File: config.mk
export PLATFORM = sky130hd
export DESIGN_NAME = cta_core
export DESIGN_NICKNAME = d
export VERILOG_FILES = /design/src/pkg/cta_pkg.sv /design/src/rtl/cta_core.sv
export SDC_FILE = /design/constraint.sdc
export NUM_CORES = 1
export LEC_CHECK = 0
export ABC_AREA = 1
export BUFFER_PORTS_ARGS = -buffer_cell sky130_fd_sc_hd__buf_2
export CAP_MARGIN = 20
export CORE_ASPECT_RATIO = 0.5
export CORE_MARGIN = 2
export CORE_UTILIZATION = 26
export CTS_CLUSTER_SIZE = 40
export DETAILED_ROUTE_END_ITERATION = 10
export PLACE_DENSITY = 0.4
export SLEW_MARGIN = 15
export SYNTH_ARGS = -nofsm -noshare
export SYNTH_HDL_FRONTEND = slang
export SYNTH_SLANG_ARGS = --single-unit
File: constraint.sdc
create_clock -name clk_i -period 2.2 [get_ports clk_i]
set_input_delay 0.44 -clock clk_i [delete_from_list [all_inputs] [get_ports clk_i]]
set_output_delay 0.44 -clock clk_i [all_outputs]
set_load 0.01 [all_outputs]
File: src/pkg/cta_pkg.sv
// Constants, types and functions for the clamp timing and auxiliary pin block
package cta_pkg;

  // ==========================================================================
  // Register indices (byte address is four times the index)
  localparam logic [7:0] IDX_PLL_MISC    = 8'h13;
  localparam logic [7:0] IDX_START_HIGH  = 8'h14;
  localparam logic [7:0] IDX_START_LOW   = 8'h15;
  localparam logic [7:0] IDX_CLAMP_WIDTH = 8'h16;
  localparam logic [7:0] IDX_BLC_CONFIG  = 8'h17;
  localparam logic [7:0] IDX_CTRL_STAT   = 8'h20;

  // ==========================================================================
  // Reset values
  localparam logic [7:0] RST_PLL_MISC    = 8'h04;
  localparam logic [7:0] RST_START_HIGH  = 8'h00;
  localparam logic [7:0] RST_START_LOW   = 8'h03;
  localparam logic [7:0] RST_CLAMP_WIDTH = 8'h10;
  localparam logic [7:0] RST_BLC_CONFIG  = 8'h40;
  localparam logic [7:0] RST_CTRL        = 8'h01;

  // ==========================================================================
  // Field positions
  localparam int unsigned POS_LOCK_LEAD  = 0;
  localparam int unsigned POS_AUX_DIS    = 3;
  localparam int unsigned POS_AUX_FN     = 4;
  localparam int unsigned POS_BLC_DIS    = 0;
  localparam int unsigned POS_DC_EN      = 0;
  localparam int unsigned POS_ST_CLAMP   = 4;
  localparam int unsigned POS_ST_PEND    = 5;
  localparam int unsigned POS_ST_AUX     = 6;
  localparam int unsigned POS_ST_HSYNC   = 7;
  localparam int unsigned START_HIGH_W   = 5;
  localparam logic [7:0]  MIN_WIDTH      = 8'h02;

  // ==========================================================================
  // Timing
  localparam int unsigned CLK_MHZ        = 100;
  localparam int unsigned UPD_DELAY_MS   = 100;
  localparam int unsigned UPD_DELAY_CYC  = UPD_DELAY_MS * 1000 * CLK_MHZ;

  // ==========================================================================
  // Types
  typedef enum logic [1:0] {
    CTA_AUX_SAMPLE_CLOCK_INVERT,
    CTA_AUX_CLAMP,
    CTA_AUX_COAST,
    CTA_AUX_EXTERNAL_PIXEL_CLOCK
  } cta_aux_fn_t;

  typedef struct packed {
    logic        lock_lead;
    logic        aux_dis;
    cta_aux_fn_t aux_fn;
    logic [12:0] start;
    logic [7:0]  width;
    logic        dc_en;
    logic        blc_dis;
  } cta_cfg_t;

  typedef struct packed {
    logic pll_lock;
    logic clamp;
    logic blc_start;
    logic dac_update;
    logic clock_invert;
    logic coast_req;
  } cta_evt_t;

  // Byte address of a register index
  function automatic logic [11:0] cta_addr(input logic [7:0] idx);
    return {2'b00, idx, 2'b00};
  endfunction

endpackage

File: src/rtl/cta_core.sv
// Clamp timing, sync lock edge and auxiliary pin logic with APB registers
//
// Decided for this implementation: register access over APB.
module cta_core #(
  parameter int unsigned UPD_DELAY_CYC = cta_pkg::UPD_DELAY_CYC,
  parameter int unsigned CNT_W         = 13
) (
  input  wire logic          clk_i,
  input  wire logic          arst_n_i,
  input  wire logic          psel_i,
  input  wire logic          penable_i,
  input  wire logic          pwrite_i,
  input  wire logic [11:0]   paddr_i,
  input  wire logic [31:0]   pwdata_i,
  output logic      [31:0]   prdata_o,
  output logic               pready_o,
  output logic               pslverr_o,
  input  wire logic          hsync_i,
  input  wire logic          pix_en_i,
  input  wire logic          aux_function_input_pin_i,
  input  wire logic          gain_offset_wr_i,
  output cta_pkg::cta_evt_t  evt_o
);

  // ==========================================================================
  // Parameter checks
  initial begin
    if (CNT_W != 13) begin
      $error("CNT_W must be 13");
    end
    if (UPD_DELAY_CYC < 2) begin
      $error("UPD_DELAY_CYC must be at least 2");
    end
  end

  // ==========================================================================
  // Registers
  logic [7:0]        misc_r;
  logic [7:0]        start_hi_r;
  logic [7:0]        start_lo_r;
  logic [7:0]        width_r;
  logic [7:0]        blc_r;
  logic [7:0]        ctrl_r;
  logic [31:0]       prdata_r;
  cta_pkg::cta_cfg_t cfg;

  function automatic logic is_mapped(input logic [11:0] a);
    return a == cta_pkg::cta_addr(cta_pkg::IDX_PLL_MISC)
        || a == cta_pkg::cta_addr(cta_pkg::IDX_START_HIGH)
        || a == cta_pkg::cta_addr(cta_pkg::IDX_START_LOW)
        || a == cta_pkg::cta_addr(cta_pkg::IDX_CLAMP_WIDTH)
        || a == cta_pkg::cta_addr(cta_pkg::IDX_BLC_CONFIG)
        || a == cta_pkg::cta_addr(cta_pkg::IDX_CTRL_STAT);
  endfunction

  function automatic logic role_is(input cta_pkg::cta_aux_fn_t fn,
                                   input cta_pkg::cta_aux_fn_t want);
    return fn == want;
  endfunction

  logic wr_en;
  logic setup;
  assign setup = psel_i && !penable_i;
  assign wr_en = psel_i && penable_i && pwrite_i && is_mapped(paddr_i);

  // No wait states: read data is captured in the setup cycle
  assign pready_o  = 1'b1;
  assign pslverr_o = psel_i && penable_i && !is_mapped(paddr_i);
  assign prdata_o  = prdata_r;

  always_ff @(posedge clk_i or negedge arst_n_i) begin
    if (!arst_n_i) begin
      misc_r     <= cta_pkg::RST_PLL_MISC;
      start_hi_r <= cta_pkg::RST_START_HIGH;
      start_lo_r <= cta_pkg::RST_START_LOW;
      width_r    <= cta_pkg::RST_CLAMP_WIDTH;
      blc_r      <= cta_pkg::RST_BLC_CONFIG;
      ctrl_r     <= cta_pkg::RST_CTRL;
    end else if (wr_en) begin
      case (paddr_i)
        cta_pkg::cta_addr(cta_pkg::IDX_PLL_MISC):    misc_r <= pwdata_i[7:0];
        cta_pkg::cta_addr(cta_pkg::IDX_START_HIGH): begin
          start_hi_r <= {3'h0, pwdata_i[cta_pkg::START_HIGH_W-1:0]};
        end
        cta_pkg::cta_addr(cta_pkg::IDX_START_LOW):   start_lo_r <= pwdata_i[7:0];
        cta_pkg::cta_addr(cta_pkg::IDX_CLAMP_WIDTH): width_r    <= pwdata_i[7:0];
        cta_pkg::cta_addr(cta_pkg::IDX_BLC_CONFIG):  blc_r      <= pwdata_i[7:0];
        cta_pkg::cta_addr(cta_pkg::IDX_CTRL_STAT):   ctrl_r     <= {7'h00, pwdata_i[0]};
        default: begin
        end
      endcase
    end
  end

  // Decoded configuration
  always_comb begin
    cfg.lock_lead = misc_r[cta_pkg::POS_LOCK_LEAD];
    cfg.aux_dis   = misc_r[cta_pkg::POS_AUX_DIS];
    cfg.aux_fn    = cta_pkg::cta_aux_fn_t'(misc_r[cta_pkg::POS_AUX_FN +: 2]);
    cfg.start     = {start_hi_r[cta_pkg::START_HIGH_W-1:0], start_lo_r};
    cfg.width     = width_r;
    cfg.dc_en     = ctrl_r[cta_pkg::POS_DC_EN];
    cfg.blc_dis   = blc_r[cta_pkg::POS_BLC_DIS];
  end

  // ==========================================================================
  // Input edges
  logic hs_q_r;
  logic aux_q_r;
  logic aux_eff;
  logic hs_rise;
  logic hs_fall;
  logic aux_rise;
  logic ext_clamp;
  logic ext_pix;
  logic pix_stb;

  assign aux_eff   = cfg.aux_dis ? 1'b0 : aux_function_input_pin_i;
  assign hs_rise   = hsync_i && !hs_q_r;
  assign hs_fall   = !hsync_i && hs_q_r;
  assign aux_rise  = aux_eff && !aux_q_r;
  assign ext_clamp = role_is(cfg.aux_fn, cta_pkg::CTA_AUX_CLAMP);
  assign ext_pix   = role_is(cfg.aux_fn, cta_pkg::CTA_AUX_EXTERNAL_PIXEL_CLOCK);
  // In pixel clock role each rising edge of the pin counts one pixel
  assign pix_stb   = ext_pix ? aux_rise : pix_en_i;

  always_ff @(posedge clk_i or negedge arst_n_i) begin
    if (!arst_n_i) begin
      hs_q_r  <= 1'b0;
      aux_q_r <= 1'b0;
    end else begin
      hs_q_r  <= hsync_i;
      aux_q_r <= aux_eff;
    end
  end

  // ==========================================================================
  // Pixel counter from sync trailing edge
  logic [CNT_W-1:0] pix_cnt_r;
  logic             armed_r;
  logic             hit;
  logic             wide_ok;

  assign hit     = armed_r && pix_stb && !hs_fall && pix_cnt_r == cfg.start;
  assign wide_ok = cfg.width >= cta_pkg::MIN_WIDTH;

  always_ff @(posedge clk_i or negedge arst_n_i) begin
    if (!arst_n_i) begin
      pix_cnt_r <= '0;
      armed_r   <= 1'b0;
    end else if (hs_fall) begin
      pix_cnt_r <= '0;
      armed_r   <= 1'b1;
    end else if (hit) begin
      armed_r   <= 1'b0;
    end else if (pix_stb && armed_r) begin
      pix_cnt_r <= pix_cnt_r + 1'b1;
    end
  end

  // ==========================================================================
  // Internal clamp pulse, width counted in pixels
  logic [7:0] wid_cnt_r;
  logic       int_clamp_r;

  always_ff @(posedge clk_i or negedge arst_n_i) begin
    if (!arst_n_i) begin
      wid_cnt_r   <= '0;
      int_clamp_r <= 1'b0;
    end else if (ext_clamp) begin
      int_clamp_r <= 1'b0;
    end else if (hit && wide_ok) begin
      wid_cnt_r   <= cfg.width;
      int_clamp_r <= 1'b1;
    end else if (int_clamp_r && pix_stb) begin
      wid_cnt_r <= wid_cnt_r - 8'h01;
      if (wid_cnt_r == 8'h01) begin
        int_clamp_r <= 1'b0;
      end
    end
  end

  // ==========================================================================
  // Offset DAC update and fallback timer
  logic        clamp_evt;
  logic        tmo_hit;
  logic        pend_r;
  logic [31:0] tmo_cnt_r;

  // Clamp leading edge, internal or external, always loads the DACs
  assign clamp_evt = ext_clamp ? aux_rise : (hit && wide_ok);
  // Fallback only when no internal clamp fires; never in external mode
  assign tmo_hit   = !ext_clamp && pend_r && tmo_cnt_r == UPD_DELAY_CYC - 1;

  always_ff @(posedge clk_i or negedge arst_n_i) begin
    if (!arst_n_i) begin
      pend_r <= 1'b0;
    end else begin
      // A write in the update cycle stays pending
      pend_r <= gain_offset_wr_i || (pend_r && !(clamp_evt || tmo_hit));
    end
  end

  always_ff @(posedge clk_i or negedge arst_n_i) begin
    if (!arst_n_i) begin
      tmo_cnt_r <= '0;
    end else if (!pend_r || ext_clamp || clamp_evt || tmo_hit) begin
      tmo_cnt_r <= '0;
    end else begin
      tmo_cnt_r <= tmo_cnt_r + 32'h0000_0001;
    end
  end

  // ==========================================================================
  // Registered outputs
  always_ff @(posedge clk_i or negedge arst_n_i) begin
    if (!arst_n_i) begin
      evt_o <= '0;
    end else begin
      evt_o.pll_lock     <= cfg.lock_lead ? hs_rise : hs_fall;
      evt_o.clamp        <= cfg.dc_en && (ext_clamp ? aux_eff : int_clamp_r);
      evt_o.blc_start    <= !cfg.blc_dis && (ext_clamp ? aux_rise : hit);
      evt_o.dac_update   <= clamp_evt || tmo_hit;
      evt_o.clock_invert <= role_is(cfg.aux_fn, cta_pkg::CTA_AUX_SAMPLE_CLOCK_INVERT) && aux_eff;
      evt_o.coast_req    <= role_is(cfg.aux_fn, cta_pkg::CTA_AUX_COAST) && aux_eff;
    end
  end

  // ==========================================================================
  // Read data
  always_ff @(posedge clk_i or negedge arst_n_i) begin
    if (!arst_n_i) begin
      prdata_r <= '0;
    end else if (setup && !pwrite_i) begin
      case (paddr_i)
        cta_pkg::cta_addr(cta_pkg::IDX_PLL_MISC):    prdata_r <= {24'h0, misc_r};
        cta_pkg::cta_addr(cta_pkg::IDX_START_HIGH):  prdata_r <= {24'h0, start_hi_r};
        cta_pkg::cta_addr(cta_pkg::IDX_START_LOW):   prdata_r <= {24'h0, start_lo_r};
        cta_pkg::cta_addr(cta_pkg::IDX_CLAMP_WIDTH): prdata_r <= {24'h0, width_r};
        cta_pkg::cta_addr(cta_pkg::IDX_BLC_CONFIG):  prdata_r <= {24'h0, blc_r};
        cta_pkg::cta_addr(cta_pkg::IDX_CTRL_STAT): begin
          prdata_r <= {24'h0, hs_q_r, aux_q_r, pend_r, evt_o.clamp, 3'h0, ctrl_r[0]};
        end
        default: prdata_r <= '0;
      endcase
    end
  end

  // ==========================================================================
  // Assertions
  a_lock_trail_edge: assert property (@(posedge clk_i) disable iff (!arst_n_i)
    (hs_fall && !cfg.lock_lead) |=> evt_o.pll_lock)
    else $error("lock pulse missing on trailing edge");

  a_lock_lead_edge: assert property (@(posedge clk_i) disable iff (!arst_n_i)
    evt_o.pll_lock |-> $past(cfg.lock_lead) ? $past(hs_rise) : $past(hs_fall))
    else $error("lock pulse on wrong edge");

  a_aux_pin_off: assert property (@(posedge clk_i) disable iff (!arst_n_i)
    $past(cfg.aux_dis) |-> !evt_o.clock_invert && !evt_o.coast_req)
    else $error("disabled aux pin still acts");

  a_ext_dac_edge: assert property (@(posedge clk_i) disable iff (!arst_n_i)
    (evt_o.dac_update && $past(ext_clamp)) |-> $past(aux_rise))
    else $error("dac update without external clamp edge");

  a_int_clamp_gen: assert property (@(posedge clk_i) disable iff (!arst_n_i)
    (hit && wide_ok && !ext_clamp) |=> int_clamp_r ##0 evt_o.dac_update)
    else $error("internal clamp not generated");

  a_width_min: assert property (@(posedge clk_i) disable iff (!arst_n_i)
    $rose(int_clamp_r) |-> $past(cfg.width) >= cta_pkg::MIN_WIDTH ##1 int_clamp_r)
    else $error("clamp pulse with width below minimum");

  a_cnt_restart: assert property (@(posedge clk_i) disable iff (!arst_n_i)
    hs_fall |=> pix_cnt_r == '0 && armed_r)
    else $error("pixel counter not restarted at trailing edge");

  a_blc_gate_off: assert property (@(posedge clk_i) disable iff (!arst_n_i)
    evt_o.blc_start |-> !$past(cfg.blc_dis))
    else $error("black-level start while disabled");

  a_blc_no_width: assert property (@(posedge clk_i) disable iff (!arst_n_i)
    (hit && !ext_clamp && !cfg.blc_dis) |=> evt_o.blc_start)
    else $error("black-level start depends on clamp width");

  a_upd_bound: assert property (@(posedge clk_i) disable iff (!arst_n_i)
    tmo_cnt_r < UPD_DELAY_CYC)
    else $error("pending update waited past its limit");

  a_pend_clears: assert property (@(posedge clk_i) disable iff (!arst_n_i)
    (pend_r && clamp_evt && !gain_offset_wr_i) |=> !pend_r && evt_o.dac_update)
    else $error("clamp did not transfer pending values");

  a_aux_pin_low: assert property (@(posedge clk_i) disable iff (!arst_n_i)
    cfg.aux_dis |=> !aux_q_r)
    else $error("disabled aux pin not held low");

  a_role_invert: assert property (@(posedge clk_i) disable iff (!arst_n_i)
    (role_is(cfg.aux_fn, cta_pkg::CTA_AUX_SAMPLE_CLOCK_INVERT) && aux_eff) |=> evt_o.clock_invert)
    else $error("clock invert role not followed");

  a_role_coast: assert property (@(posedge clk_i) disable iff (!arst_n_i)
    (role_is(cfg.aux_fn, cta_pkg::CTA_AUX_COAST) && aux_eff) |=> evt_o.coast_req)
    else $error("coast role not followed");

  a_pix_role_cnt: assert property (@(posedge clk_i) disable iff (!arst_n_i)
    (ext_pix && !aux_rise && !hs_fall) |=> $stable(pix_cnt_r))
    else $error("pixel counted without pin edge");

  a_ext_no_int: assert property (@(posedge clk_i) disable iff (!arst_n_i)
    ext_clamp |=> !int_clamp_r)
    else $error("internal clamp in external clamp role");

  a_ext_clamp_lvl: assert property (@(posedge clk_i) disable iff (!arst_n_i)
    (ext_clamp && cfg.dc_en) |=> evt_o.clamp == $past(aux_eff))
    else $error("restore clamp does not follow external pulse");

  a_restore_off: assert property (@(posedge clk_i) disable iff (!arst_n_i)
    !cfg.dc_en |=> !evt_o.clamp)
    else $error("restore clamp while restore disabled");

  a_ext_blc_start: assert property (@(posedge clk_i) disable iff (!arst_n_i)
    (ext_clamp && aux_rise && !cfg.blc_dis) |=> evt_o.blc_start)
    else $error("external clamp did not start black level");

  a_narrow_none: assert property (@(posedge clk_i) disable iff (!arst_n_i)
    (hit && !wide_ok && !int_clamp_r) |=> !int_clamp_r)
    else $error("clamp pulse from a width below minimum");

  a_width_load: assert property (@(posedge clk_i) disable iff (!arst_n_i)
    (hit && wide_ok && !ext_clamp) |=> wid_cnt_r == $past(cfg.width))
    else $error("clamp width not loaded at start");

  a_clamp_end: assert property (@(posedge clk_i) disable iff (!arst_n_i)
    (int_clamp_r && pix_stb && wid_cnt_r == 8'h01 && !hit) |=> !int_clamp_r)
    else $error("clamp pulse longer than its width");

  a_cnt_frozen: assert property (@(posedge clk_i) disable iff (!arst_n_i)
    (!armed_r && !hs_fall) |=> $stable(pix_cnt_r))
    else $error("pixel counter moved after its hit");

  a_cnt_step: assert property (@(posedge clk_i) disable iff (!arst_n_i)
    (armed_r && pix_stb && !hs_fall && !hit) |=> pix_cnt_r == $past(pix_cnt_r) + 1'b1)
    else $error("pixel counter missed a strobe");

  a_pend_set: assert property (@(posedge clk_i) disable iff (!arst_n_i)
    gain_offset_wr_i |=> pend_r)
    else $error("gain or offset write not made pending");

endmodule

# Word-level counts from Yosys, hierarchy flattened
# Index checks and enable logic that the tools add are counted.
[totals]
regBits = 134
latchBits = 0
mem_bits_rw = 0
rom_bits = 0
in_bits = 53
elab_cells = 115
n_memories = 0
[op_classes]
n_addsub = 3
mul = 0
n_div = 0
n_lt_le_gt_ge = 1
n_eq_ne = 13
n_shift = 0
mux = 19
bitwise_logic = 1
reduce_logical = 57
[op_table]
columns = ["op", "count"]
rows = [
  ["$eq A12 B7 Y1 const B", 5],
  ["$pmux W8 S6", 1],
  ["$mux W13", 3],
  ["$add A32 B1 Y32 const B", 1],
  ["$eq A32 B24 Y1 const B", 1],
  ["$mux W32", 1],
  ["$logic_and A1 B1 Y1", 21],
  ["$reduce_and A2 Y1", 9],
  ["$mux W8", 2],
  ["$add A13 B1 Y13 const B", 1],
  ["$eq A13 B13 Y1", 1],
  ["$eq A12 B8 Y1 const B", 1],
  ["$mux W1", 12],
  ["$logic_not A1 Y1", 11],
  ["$logic_or A1 B1 Y1", 10],
  ["$eq A8 B1 Y1 const B", 1],
  ["$ge A8 B2 Y1 const B", 1],
  ["$sub A8 B1 Y8 const B", 1],
  ["$reduce_bool A2 Y1", 3],
  ["$reduce_bool A3 Y1", 2],
  ["$eq A2 B2 Y1 const B", 2],
  ["$eq A2 B1 Y1 const B", 1],
  ["$logic_not A2 Y1", 1],
  ["$ne A2 B2 Y1 const B", 1],
  ["$not A1 Y1", 1],
]

# Logic depth before layout (Yosys ltp)
# Gate-level depths: netlist (run 1).
[depth]
depth_word = 12
mapped_depth = 12
depth_no_buf = 12

# Worst setup path after synthesis (run 1)
# No wires, ideal clock.
[synth_timing]
kind = "input to register"
startpoint = "in aux_function_input_pin_i"
endpoint = "reg tmo_cnt_r[2]"
arrival_time_ns = 1.544
t_required_ns = 2.079
path_slack_ns = 0.535
path_stages = 12
cell_sequence = "inv_1 -> nor2_4 -> nand2_1 -> nand2_1 -> nand3_2 -> nor2_4 -> nand3_4 -> nand2_2 -> nand2_2 -> nand3_4 -> buf_6 -> nor2_2"
[synth_via]
elab_chain_len = 11
[synth_lines]
columns = ["element", "line", "text"]
rows = [
  ["start, declared", "cta_core.sv:20", "input wire logic aux_function_input_pin_i,"],
  ["$mux W1 (*)", "cta_core.sv:118", "assign aux_eff = cfg.aux_dis ? 1'b0 : aux_function_input_pin_i;"],
  ["via aux_eff", "cta_core.sv:110", "logic aux_eff;"],
  ["$logic_and A1 B1 Y1 (*)", "cta_core.sv:121", "assign aux_rise = aux_eff && !aux_q_r;"],
  ["$mux W1", "cta_core.sv:125", "assign pix_stb = ext_pix ? aux_rise : pix_en_i;"],
  ["$logic_and A1 B1 Y1 (3 in a row)", "cta_core.sv:144", "assign hit = armed_r && pix_stb && !hs_fall && pix_cnt_r == cfg.start;"],
  ["$logic_and A1 B1 Y1", "cta_core.sv:191", "assign clamp_evt = ext_clamp ? aux_rise : (hit && wide_ok);"],
  ["$mux W1 (*)", "cta_core.sv:191", ""],
  ["$logic_or A1 B1 Y1 (*) (2 in a row)", "cta_core.sv:207", "end else if (!pend_r || ext_clamp || clamp_evt || tmo_hit) begin"],
  ["$mux W32 (*)", "cta_core.sv:207", ""],
  ["end signal, assigned", "cta_core.sv:210", "tmo_cnt_r <= tmo_cnt_r + 32'h0000_0001;"],
  ["end, declared", "cta_core.sv:188", "logic [31:0] tmo_cnt_r;"],
]
# The timed path passes the listed nets; every way through them passes the cells marked *.
# A chain may end at the register's enable or synchronous reset.

# Final worst setup path (run 1)
[layout_timing]
startpoint = "in paddr_i[11]"
endpoint = "out pslverr_o"
[layout_via]
elab_chain_len = 8
[layout_lines]
columns = ["element", "line", "text"]
rows = [
  ["start, declared", "cta_core.sv:13", "input wire logic [11:0] paddr_i,"],
  ["$eq A12 B7 Y1 (on tied branches)", "cta_core.sv:48, cta_core.sv:49", ""],
  ["$logic_or A1 B1 Y1", "cta_core.sv:49", "|| a == cta_pkg::cta_addr(cta_pkg::IDX_START_HIGH)"],
  ["$logic_or A1 B1 Y1", "cta_core.sv:50", "|| a == cta_pkg::cta_addr(cta_pkg::IDX_START_LOW)"],
  ["$logic_or A1 B1 Y1", "cta_core.sv:51", "|| a == cta_pkg::cta_addr(cta_pkg::IDX_CLAMP_WIDTH)"],
  ["$logic_or A1 B1 Y1", "cta_core.sv:52", "|| a == cta_pkg::cta_addr(cta_pkg::IDX_BLC_CONFIG)"],
  ["$logic_or A1 B1 Y1 (*)", "cta_core.sv:53", "|| a == cta_pkg::cta_addr(cta_pkg::IDX_CTRL_STAT);"],
  ["$logic_not A1 Y1 (*)", "cta_core.sv:68", "assign pslverr_o = psel_i && penable_i && !is_mapped(paddr_i);"],
  ["$logic_and A1 B1 Y1 (*)", "cta_core.sv:68", ""],
  ["end, declared", "cta_core.sv:17", "output logic pslverr_o,"],
]
# Every way passes the cells marked *; elsewhere a longest branch is shown, timed or not.

==> metrics.md, run 1 <==
| Metric | Value |
|---|---|
| Mapped Area | `6351 um^2` |
| Crit-path max FO | `7` |
| Peak supply drop | `0.3311 mV` |
| Synth top area cells | `dfrtp_1 (41%), nand2_1 (13%), inv_1 (6.0%), nor2_1 (5.6%), xor2_1 (4.7%)` |
| EDFF count, synth | `0` |
| CTS root buf | `clkbuf_16` |
| Core Box Area | `23970 um^2` |
| Ant diodes | `0` |
| 1st-pass router iterations | `4` |
| First-pass GRT wire length | `around 29000 um` |
| CTS tree | `built` |
| Distinct cells, synth | `39` |
| Vias in the first global route | `5128` |
| Worst setup margin | `148.4 ps` |
| Global route overflow | `0` |
| Die W | `~230 um` |
| Die area | `around 26000 um^2` |
| CP peak stage delay | `230 ps` |
| CP required | `1760 ps` |
| Vias after detailed routing | `5333` |
| Endpoint type of the worst setup path | `primary output` |
| Main synth FF type | `dfrtp_1` |
| FP Rows | `40` |
| ANT nets after route | `0` |
| Sequential fraction of the synthesis area | `43.46%` |
| Async S/R FF share, synth | `100.0%` |
| YS warnings | `0` |
| Final setup vio count | `0` |
| Setup_tns | `0 ps` |
| Hold Crit Start | `hsync_i` |
| Post-synthesis mux area share | `0%` |
| Hold WC Path Type | `in -> reg` |
| Seq cells post-synth | `110` |
| DR vias/cell | `4.393` |
| Syn_area_per_cell | `7.615 um^2` |
| Worst skew pair latency | `370 ps` |
| Post-synthesis simple-gate area fraction | `between 30% and 40%` |
| H-tree Lvls | `3` |
| Clock transition at path regs | `80 ps` |
| Final-report hold violation count | `0` |
| Total of max-cap violations | `0` |
| Initial DRC count | `about 270` |
| Total power | `around 4.5 mW` |
| Max Clock Skew | `14.29 ps` |
| Hold path endpoint | `hs_q_r$_DFF_PN0_` |
| Nets | `951` |
| Pre-CTS setup slack | `16.12 ps` |
| CP Cell Sequence | `buf_2 -> nor2_2 -> nand3_4 -> nor3_2 -> nand2_1 -> nand4_2 -> nor2_1 -> buf_2` |
| Starting Density | `26.49%` |
| Worst Tran Pin Value | `494.6 ps` |
| Final min period | `just over 2000 ps` |
| Top cell by count, worst path | `buf_2` |
| Die height | `114.5 um` |
| R2R Setup Slk | `230 ps` |
| RR Endpoint | `tmo_cnt_r[12]$_DFF_PN0_` |
| Critical path's slowest cell | `nor3_2` |
| Max clock buf depth | `2` |
| Synth Area in Compound Gates | `under 10%` |
| Number of top-level pins | `93` |
| Sink Count | `110` |
| Post-route insts no fill | `around 1200` |
| RR Startpoint | `pix_cnt_r[5]$_DFFE_PN0P_` |
| Register-to-Register Path Depth | `12` |
| Adder-cell share of the synthesized area | `0.7880%` |
| Post-synth top area cell | `dfrtp_1` |
| Leakage | `3.460 nW` |
| Post-synth top area share | `40.98%` |
| Post-Synth XOR/XNOR Area | `6.206%` |
| CP Class | `in -> out` |
| Share of cells above drive strength 1 | `around 14%` |
| DP Cell Count | `roughly 1200` |
| Max Slew Vio Count | `0` |
| Port Buffer Count | `43` |
| Post-CTS setup buffer count | `0` |
| Drt drc | `0` |
| P per Cell Area | `618.9 nW/um^2` |
| Gpl congestion | `0.8252` |
| Largest net degree at the start of global routing | `48` |
| Max-slew headroom | `66.83%` |
| RSZ-0062 raised after global routing | `false` |
| CP Launch Type | `input port` |
| Final wirelength | `17700 um` |
| Fmax | `0.4874 GHz` |
| Initial antenna violation count | `0` |
| HPWL after DPL | `13730 um` |
| Period utilisation layout | `93.26%` |
| Total GRT Usage | `14.51%` |
| CP Data Arrival Time | `1610 ps` |
| Status | `finished clean` |
| CTS Buf Count | `9` |
| Filler cells | `2572` |
| DR WL/cell | `14.58 um` |
| Cell count after synthesis | `834` |
| Syn-to-layout area delta | `14.74%` |
| WHS Path Cells | `1` |
| Largest family of logic cells by synthesized area | `simple AND/OR/NAND/NOR gates` |
[stage by stage]
step                instance area [um^2]  hold slack [ps]  util [%]
floorplan                           6437            144.4         -
global placement                    6963            387.7     29.04
detailed placement                  6963            397.2     29.04
CTS                                 7281            184.6     30.37
global route                        7287            184.3     30.40
finish                              7287            203.0     30.40
[cell families after synthesis]
group / after synthesis
buffers and inverters: 144
adders and majority gates: 4
AOI/OAI and AO/OA: 80
xor gates and xnor gates: 45
and+or+nand+nor: 449
DFF: 110
other: 2
[synthesized netlist by cell type, types with 2 or more instances]
library cell	n
nand2_1	221
dfrtp_1	104
inv_1	101
nor2_1	95
nand3_1	39
o21ai_0	38
xor2_1	34
nor3_1	27
buf_4	26
o21ai_1	20
nand4_1	19
nor2_2	16
xnor2_1	11
a21oi_1	9
nand3_2	7
o31ai_1	7
buf_2	6
dfstp_2	6
inv_2	6
nor4_1	5
ha_1	4
buf_6	3
nand2_2	3
nand3_4	3
nor2_4	3
o211ai_1	3
clkbuf_1	2
conb_1	2
nand3b_1	2
nor3_2	2
or2_2	2
[how the worst max path moves through the flow]
stage / to / slack [ps] / cells past startpoint / startpoint
2_1_floorplan: tmo_cnt_r[2]$_DFF_PN0_ / 540 / 12 / aux_function_input_pin_i
5_1_grt: pslverr_o / 20 / 8 / paddr_i[11]
3_5_place_dp: pix_cnt_r[7]$_DFFE_PN0P_ / 20 / 10 / aux_function_input_pin_i
6_report: pslverr_o / 150 / 8 / paddr_i[11]
4_1_cts: pix_cnt_r[7]$_DFFE_PN0P_ / 70 / 8 / misc_r[3]$_DFFE_PN0P_
3_3_place_gp: pix_cnt_r[8]$_DFFE_PN0P_ / 70 / 10 / aux_function_input_pin_i
[worst max-delay path, delay by kind of cell]
family	cells	cell delay (ps)
buffers and inverters	2	240
and+or+nand+nor	6	940
[metal layers]
metal	wire [um]	global-route usage, %	vias up	share of wire [%]
met5	0	0	-	0
met4	148	3.046	0	0.84
met3	642	3.054	9	3.6
met2	7955	23.56	78	45
met1	8950	19.97	2528	51
li1	-	-	2718	-
[repair_timing]
action | CTS | global route
hold buffers | 1 | 0
hold endpoints to repair | 11 | 0
gates resized for setup | 0 | 2
endpoints found under the setup margin | 0 | 7
[layout by cell type (no fill, tap or decap), drive strengths merged, types with 11 or more instances in the layout]
cell    Yosys  layout
nand2     224     224
nor2      114     114
inv       107     109
dfrtp     104     104
buf        35      62
o21ai      58      58
nand3      49      49
xor2       34      34
nor3       30      30
conb        2      25
nand4      20      20
xnor2      11      11
clkbuf      2      11
[area by class of cell]
| type | count | area [um^2] | area share (%) |
|---|---|---|---|
| tap | 315 | 394.1 | 5.409 |
| clock inverter | 5 | 65.06 | 0.8929 |
| inverter | 107 | 404.1 | 5.546 |
| sequential | 110 | 2760 | 37.88 |
| timing repair buffer | 63 | 407.9 | 5.598 |
| clock buffer | 11 | 242.7 | 3.331 |
| multi-input combinational | 603 | 3013 | 41.35 |
[state kept, by name (all words and copies together) (netlist names)]
signal       cells
armed_r          1
aux_q_r          1
blc_r            8
ctrl_r           1
evt_o            6
hs_q_r           1
int_clamp_r      1
misc_r           8
pend_r           1
pix_cnt_r       13
prdata_o         8
start_hi_r       5
start_lo_r       8
tmo_cnt_r       32
wid_cnt_r        8
width_r          8
[power breakdown]
part / leakage, nW / total [mW] / internal [mW] / switching, mW
clock: 0.151 / 1.75 / 0.930 / 0.824
sequential: 1.44 / 2.23 / 2.12 / 0.109
combinational: 1.87 / 0.530 / 0.198 / 0.332
Note: power is estimated with default switching activity, not from simulation.
==> inputs of run 2 (changes only) <==
Settings changed: CORE_MARGIN 2 to default.
==> run 2 against run 1 <==
  * Combinational power about the same
  * Worst hold slack worse by 140 ps
  * Cell area about the same
  * Setup slack better by 32 ps
  * Global-route usage up 0.67 points
  * Flip-flop and latch count unchanged
  * Clock skew down 4.4 ps
  * Power down 2.6%
  * Maximum frequency up 1.6%
  * Die area down 2.6%
  * Via count down 0.54%
  * Non-clock buffer count up 3
  * Critical path type unchanged
  * Largest power group unchanged
  * Highest routed layer unchanged
==> metrics.md, run 2 (synthesis results as in run 1) <==
| Metric | Value |
|---|---|
| Die area | `25090 um^2 (-2.6%)` |
| Setup_tns | `0 ps (unchanged)` |
| DR vias/cell | `4.387 (-0.13%)` |
| Peak supply drop | `0.3198 mV (-3.4%)` |
| RSZ-0062 raised after global routing | `false` |
| CP Cell Sequence | `buf_2 -> nor2_2 -> nand3_4 -> nor3_2 -> nand2_1 -> nand4_2 -> nor2_1 -> buf_2` |
| Number of top-level pins | `93 (unchanged)` |
| Hold_buf cts | `0 (-1)` |
| Worst path top cell family by delay | `simple AND/OR/NAND/NOR gates` |
| Max Slew Vio Count | `0 (unchanged)` |
| Crit-path max FO | `7 (unchanged)` |
| Max Clock Skew | `9.928 ps (-4.366 ps)` |
| CTS-repair resized insts | `0 (unchanged)` |
| 1st-pass router iterations | `4 (unchanged)` |
| Worst skew pair latency | `370 ps (about the same)` |
| Hold WC Path Type | `in -> async` |
| Core Box Area | `23370 um^2 (-2.5%)` |
| Max clock buf depth | `2 (unchanged)` |
| CTS root buf | `clkbuf_16` |
| P per Cell Area | `602.8 nW/um^2 (-2.6%)` |
| Total power | `4.391 mW (-2.6%)` |
| Worst Tran Pin Value | `563.5 ps (+68.94 ps)` |
| Fmax | `0.4951 GHz (+1.6%)` |
| Vias after detailed routing | `5304 (-0.54%)` |
| Final-report hold violation count | `0 (unchanged)` |
| Final wirelength | `17560 um (-0.79%)` |
| Nets | `954 (+0.32%)` |
| Met3 wire len | `778 um (+21%)` |
| Final min period | `2020 ps (-31.80 ps)` |
| Length of routed met2 wiring | `7655 um (-3.8%)` |
| FP Rows | `39 (-2.5%)` |
| Wl on met1 | `8941 um (-0.10%)` |
| Total GRT Usage | `15.18% (+0.67 points)` |
| Final setup vio count | `0 (unchanged)` |
| Top Registers | `tmo_cnt_r: 32 flops, pix_cnt_r: 13 flops` |
| Total of max-cap violations | `0 (unchanged)` |
| First-pass GRT wire length | `29530 um (+3.4%)` |
| Endpoint type of the worst setup path | `primary output` |
| Ant diodes | `0 (unchanged)` |
| Top cell by count, worst path | `buf_2` |
| Vias in the first global route | `5321 (+3.8%)` |
| Fin area | `7284 um^2 (about the same)` |
| Post-route insts no fill | `1209 (-0.41%)` |
| CTS tree | `built` |
| Drt drc | `0 (unchanged)` |
| Highest-count cells in the layout ignoring fill and taps | `nand2_1 (221), dfrtp_1 (104), inv_1 (101), nor2_1 (95), buf_2 (42)` |
| Initial antenna violation count | `0 (unchanged)` |
| CTS Buf Count | `9 (unchanged)` |
| DP Cell Count | `1193 (-0.33%)` |
| CP Class | `in -> out` |
| Post-Route Utilization | `31.17% (+0.77 points)` |
| H-tree Lvls | `3 (unchanged)` |
| Die height | `112.5 um (-1.7%)` |
| Bufs and invs on worst path | `2 (unchanged)` |
| Global route overflow | `0 (unchanged)` |
| Largest net degree at the start of global routing | `38 (-21%)` |
| Leakage | `3.467 nW (+0.18%)` |
| Commonest non-fill, non-tap cell in the layout | `nand2_1` |
| DR WL/cell | `14.52 um (-0.38%)` |
| Share of cells above drive strength 1 | `14.75% (+0.51 points)` |
| Biggest register | `tmo_cnt_r` |
| Largest register FFs | `32 (unchanged)` |
| Gpl congestion | `0.8006 (-3.0%)` |
| Starting Density | `27.17% (+0.68 points)` |
| Port Buffer Count | `43 (unchanged)` |
| Clock transition at path regs | `70 ps (about the same)` |
| Critical path's slowest cell | `nor3_2` |
| Top Layer Used | `met4` |
| DP Area | `6995 um^2 (+0.47%)` |
| Initial DRC count | `285 (+6.3%)` |
| Syn-to-layout area delta | `14.70% (about the same)` |
| Die W | `223.0 um (-0.89%)` |
| CP Data Arrival Time | `1580 ps (-30 ps)` |
| CP required | `1760 ps (about the same)` |
| HPWL after DPL | `13700 um (-0.23%)` |
| ANT nets after route | `0 (unchanged)` |
| Period utilisation layout | `91.81% (-1.4 points)` |
| CP peak stage delay | `230 ps (about the same)` |
| Post-CTS setup buffer count | `0 (unchanged)` |
| Status | `finished clean` |
| Sink Count | `110 (unchanged)` |
| Max-slew headroom | `62.43% (-4.4 points)` |
| CP Launch Type | `input port` |
run 2: metal layers:
metal / track usage (%) / vias up
met5: 0 / -
met2: 23.52 / 84
li1: - / 2723
met4: 3.356 / 0
met1: 21.67 / 2482
met3: 3.168 / 15
run 2: worst paths after layout:
| kind | start | to | slack (ps) | cells past startpoint |
|---|---|---|---|---|
| max | paddr_i[11] | pslverr_o | 180 | 8 |
| min | arst_n_i | tmo_cnt_r[3]$_DFF_PN0_ | 60 | 1 |
| max reg2reg | pix_cnt_r[6]$_DFFE_PN0P_ | tmo_cnt_r[0]$_DFF_PN0_ | 230 | 12 |
| min reg2reg | tmo_cnt_r[0]$_DFF_PN0_ | tmo_cnt_r[0]$_DFF_PN0_ | 460 | 1 |
| max in group asynchronous | arst_n_i | width_r[7]$_DFFE_PN0P_ | 1480 | 2 |
| min in group clk_i | hsync_i | hs_q_r$_DFF_PN0_ | 240 | 1 |
run 2: metrics by stage:
stage / hold WS, ps / worst slack, ps
floorplan: 144.4 / 535.3
global placement: 444.1 / 115.1
detailed placement: 452.9 / 115.0
CTS: 80.12 / 160.3
global route: 102.1 / 19.82
finish: 60.63 / 180.2
run 2: power by group:
part	leakage (nW)	internal [mW]	switching, mW
registers	1.44	2.12	0.112
clock network	0.139	0.808	0.821
logic	1.88	0.200	0.333
total	3.47	3.12	1.27
run 2: layout make-up:
| type | count | area (um^2) |
|---|---|---|
| Clock buffer | 10 | 239.0 |
| Inverter | 107 | 401.6 |
| Tap cell | 307 | 384.1 |
| Clock inverter | 6 | 43.79 |
| Timing Repair Buffer | 66 | 440.4 |
| Multi-Input combinational cell | 603 | 3015 |
| Sequential cell | 110 | 2760 |
| Fill cell | 2542 | 16090 |
